## config.mk

```make
export PLATFORM = sky130hd
export DESIGN_NAME = mcg_clock_gen
export DESIGN_NICKNAME = d
export VERILOG_FILES = /design/src/include/mcg_pkg.sv /design/src/logic/mcg_pair_buf.sv /design/src/logic/mcg_clock_gen.sv
export SDC_FILE = /design/constraint.sdc
export NUM_CORES = 1
export LEC_CHECK = 0
export BUFFER_PORTS_ARGS = -buffer_cell sky130_fd_sc_hd__buf_2
export CORE_UTILIZATION = 25
export DETAILED_ROUTE_END_ITERATION = 7
export SLEW_MARGIN = 10
export SYNTH_ARGS = -nofsm -noshare
export SYNTH_HDL_FRONTEND = slang
export SYNTH_HIERARCHICAL = 1
export SYNTH_SLANG_ARGS = --single-unit
```

## constraint.sdc

```tcl
create_clock -name i_clk_sys -period 6 [get_ports i_clk_sys]
set_input_delay 0.3 -clock i_clk_sys [delete_from_list [all_inputs] [get_ports i_clk_sys]]
set_output_delay 0.3 -clock i_clk_sys [all_outputs]
set_load 0.005 [all_outputs]
```

## src/include/mcg_pkg.sv

```systemverilog
// Contract
// - Master clock comes from external input pin
// - All clocks but the serial bit clock come from dividers
// - Sync by counter phase shifts, not clock
// - Two coupled loops: transmit and receive
// - Transmit and receive symbol and data rates programmed independently; sample rates fixed
// - Transmit loop self-tunes without host help
// - Receive loop is host-stepped phase shifter
// - Receive clocks follow transmit clock shifts
// - Transmit timing: master, slave or free-running
// - External transmit data clock followed in slave
// - Symbol clock rates from 75 to 3429
// - Data clock rates from 75 to 33600
// - Serial words are 16-bit two's complement
// - Two serial channels, each in, out, sync
// - Device drives shared serial bit clock
// - Output data and sample clocks, tx doubled
package mcg_pkg;

    // ****************************************************************
    // Clocking
    // ****************************************************************
    localparam int unsigned SYS_CLK_HZ = 40_000_000;
    // Sample rate is fixed here; the transmit side runs at twice it
    localparam int unsigned SAMPLE_HZ  = 9600;
    localparam int unsigned CNT_W      = 24;
    // Floor on a half period keeps a two-cycle advance from skipping a toggle
    localparam int unsigned HALF_MIN   = 4;

    // ****************************************************************
    // Rate tables
    // ****************************************************************
    localparam int unsigned SYM_NUM  = 11;
    localparam int unsigned DATA_NUM = 18;
    localparam int unsigned SYM_HZ [SYM_NUM] = '{75, 300, 600, 1200, 1600, 2400,
                                                 2743, 2800, 3000, 3200, 3429};
    localparam int unsigned DATA_HZ [DATA_NUM] = '{75, 300, 600, 1200, 2400, 4800,
                                                   7200, 9600, 12000, 14400, 16800,
                                                   19200, 21600, 24000, 26400, 28800,
                                                   31200, 33600};

    // ****************************************************************
    // Divider slots
    // ****************************************************************
    localparam int unsigned NDIV     = 6;
    localparam int unsigned DIV_TXS2 = 0;
    localparam int unsigned DIV_TXY  = 1;
    localparam int unsigned DIV_TXD  = 2;
    localparam int unsigned DIV_RXS  = 3;
    localparam int unsigned DIV_RXY  = 4;
    localparam int unsigned DIV_RXD  = 5;
    localparam int unsigned NTX      = 3;

    // ****************************************************************
    // Serial link and loops
    // ****************************************************************
    localparam int unsigned WORD_BITS = 16;
    localparam int unsigned BITC_W    = 5;
    localparam int unsigned STEP_W    = 4;
    localparam logic [3:0]  TUNE_MAX  = 4'h8;
    localparam logic [1:0]  D_HOLD    = 2'h0;
    localparam logic [1:0]  D_NORM    = 2'h1;
    localparam logic [1:0]  D_FAST    = 2'h2;

    typedef enum logic [1:0] {MCG_TX_MASTER, MCG_TX_SLAVE, MCG_TX_FREE} mcg_tx_mode_e;

    function automatic logic [CNT_W-1:0] half_cnt(input int unsigned clk_hz,
                                                 input int unsigned rate_hz);
        int unsigned h;
        h = (clk_hz / rate_hz + 1) / 2;
        if (h < HALF_MIN) begin
            h = HALF_MIN;
        end
        return h[CNT_W-1:0];
    endfunction : half_cnt

endpackage : mcg_pkg

```

## src/logic/mcg_pair_buf.sv

```systemverilog
`timescale 1ns/1ps
module mcg_pair_buf #(
    parameter int unsigned P_W     = 16,
    parameter int unsigned P_DEPTH = 2
) (
    input  wire logic           i_clk_sys,
    input  wire logic           i_rst_n,
    input  wire logic [P_W-1:0] i_in_data,
    input  wire logic           i_in_valid,
    output logic                o_in_ready,
    output logic [P_W-1:0]      o_out_data,
    output logic                o_out_valid,
    input  wire logic           i_out_ready
);
    localparam int unsigned PW = $clog2(P_DEPTH);
    localparam int unsigned CW = $clog2(P_DEPTH + 1);

    typedef struct packed {
        logic [P_DEPTH-1:0][P_W-1:0] mem;
        logic [PW-1:0]               wptr;
        logic [PW-1:0]               rptr;
        logic [CW-1:0]               count;
        logic                        rdy;
    } mcg_buf_s;

    mcg_buf_s st;
    mcg_buf_s nxt;
    logic     push;
    logic     pop;

    assign push        = i_in_valid && st.rdy;
    assign pop         = i_out_ready && (st.count != '0);
    assign o_in_ready  = st.rdy;
    assign o_out_valid = st.count != '0;
    assign o_out_data  = st.mem[st.rptr];

    // ****************************************************************
    // Storage
    // ****************************************************************
    always_comb begin
        nxt = st;
        if (push) begin
            nxt.mem[st.wptr] = i_in_data;
            nxt.wptr         = (st.wptr == PW'(P_DEPTH - 1)) ? '0 : st.wptr + 1'b1;
        end
        if (pop) begin
            nxt.rptr = (st.rptr == PW'(P_DEPTH - 1)) ? '0 : st.rptr + 1'b1;
        end
        nxt.count = st.count + CW'(push) - CW'(pop);
        // Registered ready: a full buffer refuses the next word outright
        nxt.rdy   = nxt.count != CW'(P_DEPTH);
    end

    always_ff @(posedge i_clk_sys or negedge i_rst_n) begin
        if (!i_rst_n) begin
            st     <= '0;
            st.rdy <= 1'b1;
        end else begin
            st <= nxt;
        end
    end

    a_buf_bound: assert property (@(posedge i_clk_sys) disable iff (!i_rst_n)
        (st.count == CW'(P_DEPTH)) |-> !o_in_ready)
        else $error("Buffer full yet ready");

endmodule : mcg_pair_buf

```

## src/logic/mcg_clock_gen.sv

```systemverilog
`timescale 1ns/1ps
module mcg_clock_gen #(
    parameter int unsigned P_CLK_HZ    = mcg_pkg::SYS_CLK_HZ,
    parameter int unsigned P_SAMPLE_HZ = mcg_pkg::SAMPLE_HZ
) (
    input  wire logic                 i_clk_sys,
    input  wire logic                 i_rst_n,
    input  wire mcg_pkg::mcg_tx_mode_e i_tx_mode,
    input  wire logic [3:0]           i_tx_symbol_sel,
    input  wire logic [4:0]           i_tx_data_sel,
    input  wire logic [3:0]           i_rx_symbol_sel,
    input  wire logic [4:0]           i_rx_data_sel,
    input  wire logic                 i_external_tx_data_clock,
    input  wire logic                 i_rx_step_req,
    input  wire logic                 i_rx_step_dir,
    input  wire logic                 i_tx_frame_sync_in,
    input  wire logic                 i_tx_channel_data_in,
    input  wire logic                 i_rx_frame_sync_in,
    input  wire logic                 i_rx_channel_data_in,
    input  wire logic [15:0]          i_adc_word,
    input  wire logic                 i_adc_valid,
    output logic                      o_adc_ready,
    output logic                      o_serial_bit_clock,
    output logic                      o_tx_channel_data_out,
    output logic                      o_rx_channel_data_out,
    output logic                      o_tx_data_clock_out,
    output logic                      o_tx_sample_clock_double,
    output logic                      o_tx_symbol_clock,
    output logic                      o_rx_data_clock_out,
    output logic                      o_rx_sample_clock_out,
    output logic                      o_rx_symbol_clock,
    output logic                      o_tx_timing_source,
    output logic [15:0]               o_dac_word,
    output logic                      o_dac_valid,
    output logic [15:0]               o_rx_ctrl_word,
    output logic                      o_rx_ctrl_valid
);
    localparam int unsigned NDIV  = mcg_pkg::NDIV;
    localparam int unsigned CNT_W = mcg_pkg::CNT_W;
    localparam int unsigned WB    = mcg_pkg::WORD_BITS;
    localparam int unsigned BW    = mcg_pkg::BITC_W;
    localparam int unsigned SW    = mcg_pkg::STEP_W;

    typedef struct packed {
        logic [NDIV-1:0][CNT_W-1:0] cnt;
        logic [NDIV-1:0]            clk;
        logic                       sclk;
        logic                       ext_q;
        logic [1:0]                 fs_q;
        logic [1:0][BW-1:0]         bitc;
        logic [1:0][WB-1:0]         sh_in;
        logic [1:0][WB-1:0]         sh_out;
        logic [1:0]                 dout;
        logic [1:0][WB-1:0]         word;
        logic [1:0]                 wvalid;
        logic [WB-1:0]              echo;
        logic [SW-1:0]              tune;
        logic                       tune_dir;
        logic                       tune_seen;
        logic [SW-1:0]              tx_pend;
        logic                       tx_dir;
        logic                       rx_pend;
        logic                       rx_dir;
        logic                       src;
    } mcg_state_s;

    mcg_state_s               st;
    mcg_state_s               nxt;
    logic [NDIV-1:0][CNT_W-1:0] half;
    logic [1:0]               d_tx;
    logic [1:0]               d_rx;
    logic                     rx_apply;
    logic                     ext_rise;
    logic [1:0]               start;
    logic [WB-1:0]            buf_data;
    logic                     buf_valid;
    logic                     buf_take;

    // ****************************************************************
    // Rate selection
    // ****************************************************************
    function automatic logic [CNT_W-1:0] sym_half(input logic [3:0] sel);
        sym_half = mcg_pkg::half_cnt(P_CLK_HZ, mcg_pkg::SYM_HZ[0]);
        for (int k = 0; k < mcg_pkg::SYM_NUM; k++) begin
            if (sel == k[3:0]) begin
                sym_half = mcg_pkg::half_cnt(P_CLK_HZ, mcg_pkg::SYM_HZ[k]);
            end
        end
    endfunction : sym_half

    function automatic logic [CNT_W-1:0] data_half(input logic [4:0] sel);
        data_half = mcg_pkg::half_cnt(P_CLK_HZ, mcg_pkg::DATA_HZ[0]);
        for (int k = 0; k < mcg_pkg::DATA_NUM; k++) begin
            if (sel == k[4:0]) begin
                data_half = mcg_pkg::half_cnt(P_CLK_HZ, mcg_pkg::DATA_HZ[k]);
            end
        end
    endfunction : data_half

    // Independent selects per direction allow asymmetric rates
    assign half[mcg_pkg::DIV_TXS2] = mcg_pkg::half_cnt(P_CLK_HZ, 2 * P_SAMPLE_HZ);
    assign half[mcg_pkg::DIV_TXY]  = sym_half(i_tx_symbol_sel);
    assign half[mcg_pkg::DIV_TXD]  = data_half(i_tx_data_sel);
    assign half[mcg_pkg::DIV_RXS]  = mcg_pkg::half_cnt(P_CLK_HZ, P_SAMPLE_HZ);
    assign half[mcg_pkg::DIV_RXY]  = sym_half(i_rx_symbol_sel);
    assign half[mcg_pkg::DIV_RXD]  = data_half(i_rx_data_sel);

    // ****************************************************************
    // Phase adjustment
    // ****************************************************************
    // Step 0 holds a counter one master period, step 2 advances it one
    assign d_tx = (st.tx_pend != '0) ? (st.tx_dir ? mcg_pkg::D_FAST : mcg_pkg::D_HOLD)
                                     : mcg_pkg::D_NORM;
    // Host step waits for the sample boundary and for a quiet transmit loop
    assign rx_apply = st.rx_pend && (d_tx == mcg_pkg::D_NORM)
                      && (st.cnt[mcg_pkg::DIV_RXS] == CNT_W'(1))
                      && st.clk[mcg_pkg::DIV_RXS];
    assign d_rx = !rx_apply ? d_tx
                : (st.rx_dir ? mcg_pkg::D_FAST : mcg_pkg::D_HOLD);
    assign ext_rise = i_external_tx_data_clock && !st.ext_q;

    // ****************************************************************
    // Serial frame detect
    // ****************************************************************
    // Frames are seen only at falling bit-clock edges, where host data is stable
    assign start[0] = st.sclk && st.fs_q[0] && !i_tx_frame_sync_in && (st.bitc[0] == '0);
    assign start[1] = st.sclk && st.fs_q[1] && !i_rx_frame_sync_in && (st.bitc[1] == '0);
    assign buf_take = start[1] && buf_valid;

    mcg_pair_buf #(
        .P_W     (WB),
        .P_DEPTH (2)
    ) u_adc_buf (
        .i_clk_sys   (i_clk_sys),
        .i_rst_n     (i_rst_n),
        .i_in_data   (i_adc_word),
        .i_in_valid  (i_adc_valid),
        .o_in_ready  (o_adc_ready),
        .o_out_data  (buf_data),
        .o_out_valid (buf_valid),
        .i_out_ready (buf_take)
    );

    // ****************************************************************
    // Next state
    // ****************************************************************
    always_comb begin
        logic          din;
        logic [WB-1:0] shifted;
        din     = 1'b0;
        shifted = '0;
        nxt     = st;

        for (int i = 0; i < NDIV; i++) begin
            if (st.cnt[i] <= CNT_W'((i < mcg_pkg::NTX) ? d_tx : d_rx)) begin
                nxt.clk[i] = !st.clk[i];
                nxt.cnt[i] = st.cnt[i] + half[i]
                           - CNT_W'((i < mcg_pkg::NTX) ? d_tx : d_rx);
            end else begin
                nxt.cnt[i] = st.cnt[i] - CNT_W'((i < mcg_pkg::NTX) ? d_tx : d_rx);
            end
        end

        nxt.ext_q = i_external_tx_data_clock;
        nxt.src   = (i_tx_mode == mcg_pkg::MCG_TX_MASTER);
        if (st.tx_pend != '0) begin
            nxt.tx_pend = st.tx_pend - 1'b1;
        end else if (ext_rise && (i_tx_mode == mcg_pkg::MCG_TX_SLAVE)) begin
            // Own clock already high means it rose early, so hold it back
            nxt.tx_dir    = !st.clk[mcg_pkg::DIV_TXD];
            nxt.tune_seen = 1'b1;
            // Repeated errors one way lengthen the correction burst
            if (st.tune_seen && (st.tune_dir == nxt.tx_dir)) begin
                nxt.tune = (st.tune < SW'(mcg_pkg::TUNE_MAX)) ? st.tune + 1'b1 : st.tune;
            end else begin
                nxt.tune = SW'(1);
            end
            nxt.tune_dir = nxt.tx_dir;
            nxt.tx_pend  = nxt.tune;
        end

        // A request in the apply cycle is kept: set wins over clear
        if (rx_apply) begin
            nxt.rx_pend = 1'b0;
        end
        if (i_rx_step_req) begin
            nxt.rx_pend = 1'b1;
            nxt.rx_dir  = i_rx_step_dir;
        end

        nxt.sclk   = !st.sclk;
        nxt.wvalid = '0;
        for (int ch = 0; ch < 2; ch++) begin
            din     = (ch == 0) ? i_tx_channel_data_in : i_rx_channel_data_in;
            shifted = {st.sh_in[ch][WB-2:0], din};
            if (st.sclk) begin
                nxt.fs_q[ch] = (ch == 0) ? i_tx_frame_sync_in : i_rx_frame_sync_in;
                if (start[ch]) begin
                    nxt.bitc[ch]   = BW'(WB);
                    nxt.sh_out[ch] = (ch == 0) ? st.echo : (buf_take ? buf_data : '0);
                end else if (st.bitc[ch] != '0) begin
                    nxt.sh_in[ch] = shifted;
                    nxt.bitc[ch]  = st.bitc[ch] - 1'b1;
                    if (st.bitc[ch] == BW'(1)) begin
                        nxt.word[ch]   = shifted;
                        nxt.wvalid[ch] = 1'b1;
                        if (ch == 0) begin
                            nxt.echo = shifted;
                        end
                    end
                end
            end else if (st.bitc[ch] != '0) begin
                // Launch on the rising edge so the host can sample on the fall
                nxt.dout[ch]   = st.sh_out[ch][WB-1];
                nxt.sh_out[ch] = {st.sh_out[ch][WB-2:0], 1'b0};
            end
        end
    end

    // ****************************************************************
    // State register
    // ****************************************************************
    always_ff @(posedge i_clk_sys or negedge i_rst_n) begin
        if (!i_rst_n) begin
            st      <= '0;
            st.cnt  <= {NDIV{CNT_W'(1)}};
            st.fs_q <= 2'h3;
            st.src  <= 1'b1;
        end else begin
            st <= nxt;
        end
    end

    // ****************************************************************
    // Outputs
    // ****************************************************************
    assign o_serial_bit_clock       = st.sclk;
    assign o_tx_channel_data_out    = st.dout[0];
    assign o_rx_channel_data_out    = st.dout[1];
    assign o_tx_sample_clock_double = st.clk[mcg_pkg::DIV_TXS2];
    assign o_tx_symbol_clock        = st.clk[mcg_pkg::DIV_TXY];
    assign o_tx_data_clock_out      = st.clk[mcg_pkg::DIV_TXD];
    assign o_rx_sample_clock_out    = st.clk[mcg_pkg::DIV_RXS];
    assign o_rx_symbol_clock        = st.clk[mcg_pkg::DIV_RXY];
    assign o_rx_data_clock_out      = st.clk[mcg_pkg::DIV_RXD];
    assign o_tx_timing_source       = st.src;
    assign o_dac_word               = st.word[0];
    assign o_dac_valid              = st.wvalid[0];
    assign o_rx_ctrl_word           = st.word[1];
    assign o_rx_ctrl_valid          = st.wvalid[1];

    // ****************************************************************
    // Checks
    // ****************************************************************
    a_sclk_period: assert property (@(posedge i_clk_sys) disable iff (!i_rst_n)
        o_serial_bit_clock |=> !o_serial_bit_clock ##1 o_serial_bit_clock)
        else $error("Serial bit clock not a two-cycle square wave");

    a_word_length: assert property (@(posedge i_clk_sys) disable iff (!i_rst_n)
        (st.bitc[0] == BW'(WB) && $past(st.bitc[0]) == '0) |-> ##32 o_dac_valid)
        else $error("Transmit channel word not sixteen bits");

    a_msb_first: assert property (@(posedge i_clk_sys) disable iff (!i_rst_n)
        (st.bitc[1] == BW'(WB) && $past(st.bitc[1]) == '0)
        |-> ##1 (o_rx_channel_data_out == $past(st.sh_out[1][WB-1])))
        else $error("Receive channel MSB not launched first");

    a_tune_start: assert property (@(posedge i_clk_sys) disable iff (!i_rst_n)
        (ext_rise && i_tx_mode == mcg_pkg::MCG_TX_SLAVE && st.tx_pend == '0)
        |=> (st.tx_pend != '0))
        else $error("Slave edge did not start a correction");

    a_no_track: assert property (@(posedge i_clk_sys) disable iff (!i_rst_n)
        (i_tx_mode != mcg_pkg::MCG_TX_SLAVE && st.tx_pend == '0) |=> (st.tx_pend == '0))
        else $error("Correction outside slave mode");

    a_rx_follow: assert property (@(posedge i_clk_sys) disable iff (!i_rst_n)
        (d_tx != mcg_pkg::D_NORM) |-> (d_rx == d_tx))
        else $error("Receive clocks lost transmit shift");

    a_rx_request: assert property (@(posedge i_clk_sys) disable iff (!i_rst_n)
        i_rx_step_req |=> (st.rx_pend && st.rx_dir == $past(i_rx_step_dir)))
        else $error("Host step request lost");

    a_tune_bound: assert property (@(posedge i_clk_sys) disable iff (!i_rst_n)
        st.tune <= SW'(mcg_pkg::TUNE_MAX))
        else $error("Tune step above limit");

    a_cnt_range: assert property (@(posedge i_clk_sys) disable iff (!i_rst_n)
        (st.cnt[mcg_pkg::DIV_TXD] != '0)
        && (st.cnt[mcg_pkg::DIV_TXD] <= half[mcg_pkg::DIV_TXD] + CNT_W'(2)))
        else $error("Transmit data divider out of range");

endmodule : mcg_clock_gen

```

==> summary.txt <==
Run status
  • Status: finished, final reports clean

Setup path
  • R2R Setup Slk: between 900 and 1000 ps
  • CP Max Fanout: 5
  • Critical path class: register to register
  • Crit path launch type: register
  • Worst R2R Path Depth: 20
  • Worst EP required: roughly 6500 ps
  • CP Capture Type: register
  • Crit path DAT: about 5600 ps

Global route
  • Initial antenna violation count: 2
  • Largest net degree at the start of global routing: ~150
  • Grt ovf: 0
  • Vias in the first global route: 18841
  • First-pass GRT wire length: 95400 um
  • Total GRT Usage: roughly 11%

Clock tree
  • Clock sinks: roughly 310
  • Clk buf depth: 3
  • Root buffer cell: clkbuf_16
  • Clock Pin Slew Worst Setup and Hold Paths: 60 ps
  • Hold Buf Count CTS: 25
  • Clock latency on the worst-skew pair: 590 ps
  • CTS H-tree lvls: 2
  • CTS Buf Count: 41
  • Setup bufs post-CTS: 0
  • CTS tree: built
  • Post-CTS sizing: 0

Synthesis
  • Top_reg_cell synth: dfrtp_1
  • Avg Cell Area, Syn: ~8.5 um2
  • Syn_nets: 3270
  • Syn. warnings: 6
  • Yosys reg bits: about 310
  • Number of enable-type register cells in the synthesized netlist: 0
  • Seq/Total Area, Yosys: approximately a third
  • Syn Inst Count: about 3000
  • Yosys cell types: 81
  • Mapped Area: 0.0248 mm2
  • Asr flop ratio synth: 100%

Routing
  • DRT antenna net count: 0
  • DRC errors left: 0
  • Final WL: 57000 um
  • Drt pass-1 iters: 5
  • Initial drt markers: 1014
  • Wirelength per Cell: between 10 and 15 um
  • Avg Vias per Cell: around 4.5
  • Vias: 19337

Power and ir drop
  • Final Power: 0.0115 W
  • Power Dens Cells: roughly 410 mW/mm2
  • Worst IR Drop VDD: about 0.00018 V
  • Leakage power: roughly 13 nW

STA
  • Final Setup Violations: 0
  • Setup Skew: 38.3 ps
  • Setup TNS: 0 ps
  • Final min period: ~5000 ps
  • Max-slew violation count: 0
  • Slew headroom: between 20% and 30%
  • Final WS setup: between 900 and 1000 ps
  • Hold Vio Cnt, Final: 0
  • RSZ-0062 raised after global routing: false
  • Max Clock Freq: 197 MHz
  • Worst-Margin Slew: between 1000 and 1500 ps
  • Final period util: a little over four fifths

Die
  • Height of the die: 317 um
  • Std-Cell Rows: around 120
  • Die area: ~0.1 mm2
  • Ports: 91
  • Core area: slightly below 0.1 mm2
  • Die W: 317 um
  • Initial Utilization: 25.2%

Final layout
  • Max reg flops: approximately 250
  • Largest Register: st
  • Nets@finish: around 3300
  • N_diodes: 0
  • Fraction of layout instances using a drive strength above 1: about a tenth
  • Syn-to-layout area delta: 13.1%

Job
  • Maxcap violations: 0

Placed design
  • Place WS: 883 ps
  • PortBufs: 90
  • DP HPWL: about 42000 um
  • Routability cong.: approximately 0.8

Hold path
  • Hold Crit Class: input port to register
  • Min-Delay Path Depth: 3
-- metal layers --
| metal | GRT usage [%] | up-vias | part of all wire, % | wire (um) |
|---|---|---|---|---|
| met4 | 2.43 | 0 | 1.5 | 860 |
| met5 | 0 | - | 0 | 0 |
| met3 | 1.81 | 63 | 4.0 | 2280 |
| met1 | 15.7 | 9039 | 49 | 27700 |
| li1 | - | 9972 | - | - |
| met2 | 18.9 | 263 | 46 | 26200 |
-- cell type report --
| cell class | instances | area [um2] |
|---|---|---|
| clock buffer | 54 | 1110 |
| clock inverter | 16 | 248 |
| fill | 10471 | 70300 |
| inverter | 371 | 1390 |
| multi-input combinational | 2130 | 15000 |
| sequential | 312 | 7820 |
| tap | 1287 | 1610 |
| timing repair buffer | 127 | 813 |
-- final timing paths --
path,start,to
min,i_rx_step_dir,st[1]
min in group asynchronous,i_rst_n,o_rx_channel_data_out
max,st[238],st[268]
max in group asynchronous,i_rst_n,st[232]
min reg2reg,o_rx_ctrl_word[4],o_rx_ctrl_word[4]
max reg2reg,st[238],st[268]
-- cells by family after synthesis --
family / share of synthesized area (%)
buf+inv: 7.89
flops: 31.6
fa+ha+maj: 15.6
simple gates: 16.1
compound gates: 14.9
mux: 5.17
xor+xnor: 8.84
-- report_power, final --
group / total (W) / internal [W] / switching [W]
combinational: 0.00579 / 0.00268 / 0.00311
clock: 0.00251 / 0.00149 / 0.00102
sequential: 0.00315 / 0.00270 / 0.000454
-- worst max-delay path, stage by stage (launching register included) --
cell and delay, ps:
dfrtp_1 380, inv_1 150, ha_1 210, and4_1 230, nand3_1 120, nor4_1 510, nand3_1 210, nor2_1 140
nor2_1 130, inv_1 210, fa_1 480, fa_1 420, nor2b_1 170, o2111ai_1 150, a31oi_1 240, o22a_1 260
a41oi_1 240, a211oi_1 320, o31ai_1 140, xnor2_1 130, o21ai_0 150
-- metrics by stage --
stage	area, um2	cells	utilization [%]	hold WS [ps]
6_report	28000	4297	28.5	65.0
5_1_grt	28000	4297	28.5	52.6
4_1_cts	28000	4297	28.5	28.3
3_5_place_dp	26400	4202	26.9	422
3_3_place_gp	26400	4202	26.9	422
2_1_floorplan	24800	2925	-	4.41
-- cell usage after synthesis, types with 6 or more instances --
cell | count | area (um2)
a211oi_1 | 24 | 180
a21boi_0 | 6 | 45.0
a21o_1 | 53 | 398
a21oi_1 | 205 | 1030
a22oi_1 | 17 | 128
a31oi_1 | 25 | 156
and2_1 | 18 | 113
and3_1 | 17 | 106
and4_1 | 6 | 52.6
buf_4 | 32 | 240
clkbuf_1 | 69 | 259
dfrtp_1 | 302 | 7560
dfstp_2 | 10 | 263
fa_1 | 16 | 320
ha_1 | 283 | 3540
inv_1 | 368 | 1380
mux2_2 | 64 | 721
mux2_4 | 20 | 300
mux2i_1 | 26 | 260
nand2_1 | 319 | 1200
nand2b_1 | 33 | 206
nand3_1 | 52 | 260
nand4_1 | 28 | 175
nor2_1 | 228 | 856
nor2b_1 | 36 | 225
nor3_1 | 52 | 260
nor3b_1 | 6 | 45.0
nor4_1 | 26 | 163
o211ai_1 | 7 | 52.6
o21a_1 | 15 | 113
o21ai_0 | 167 | 836
o21bai_1 | 15 | 113
o22ai_1 | 7 | 43.8
o31ai_1 | 14 | 105
or3_1 | 17 | 106
xnor2_1 | 204 | 1790
xor2_1 | 46 | 403
-- cells in the final DEF (no fill, tap or decap), drive strengths merged, types with 18 or more instances in the layout --
cell / n
xor2: 46
nand3: 53
nor4: 26
buf: 102
nand4: 28
nand2b: 33
or3: 19
nand2: 320
a211oi: 26
nor3: 53
xnor2: 204
a21oi: 205
nor2b: 36
o21ai: 171
mux2i: 26
nor2: 229
dlygate4sd3: 25
a31oi: 25
mux2: 84
a21o: 53
and2: 18
clkbuf: 54
ha: 283
dfrtp: 302
inv: 370
No activity file was read; power rests on OpenSTA's default activity.
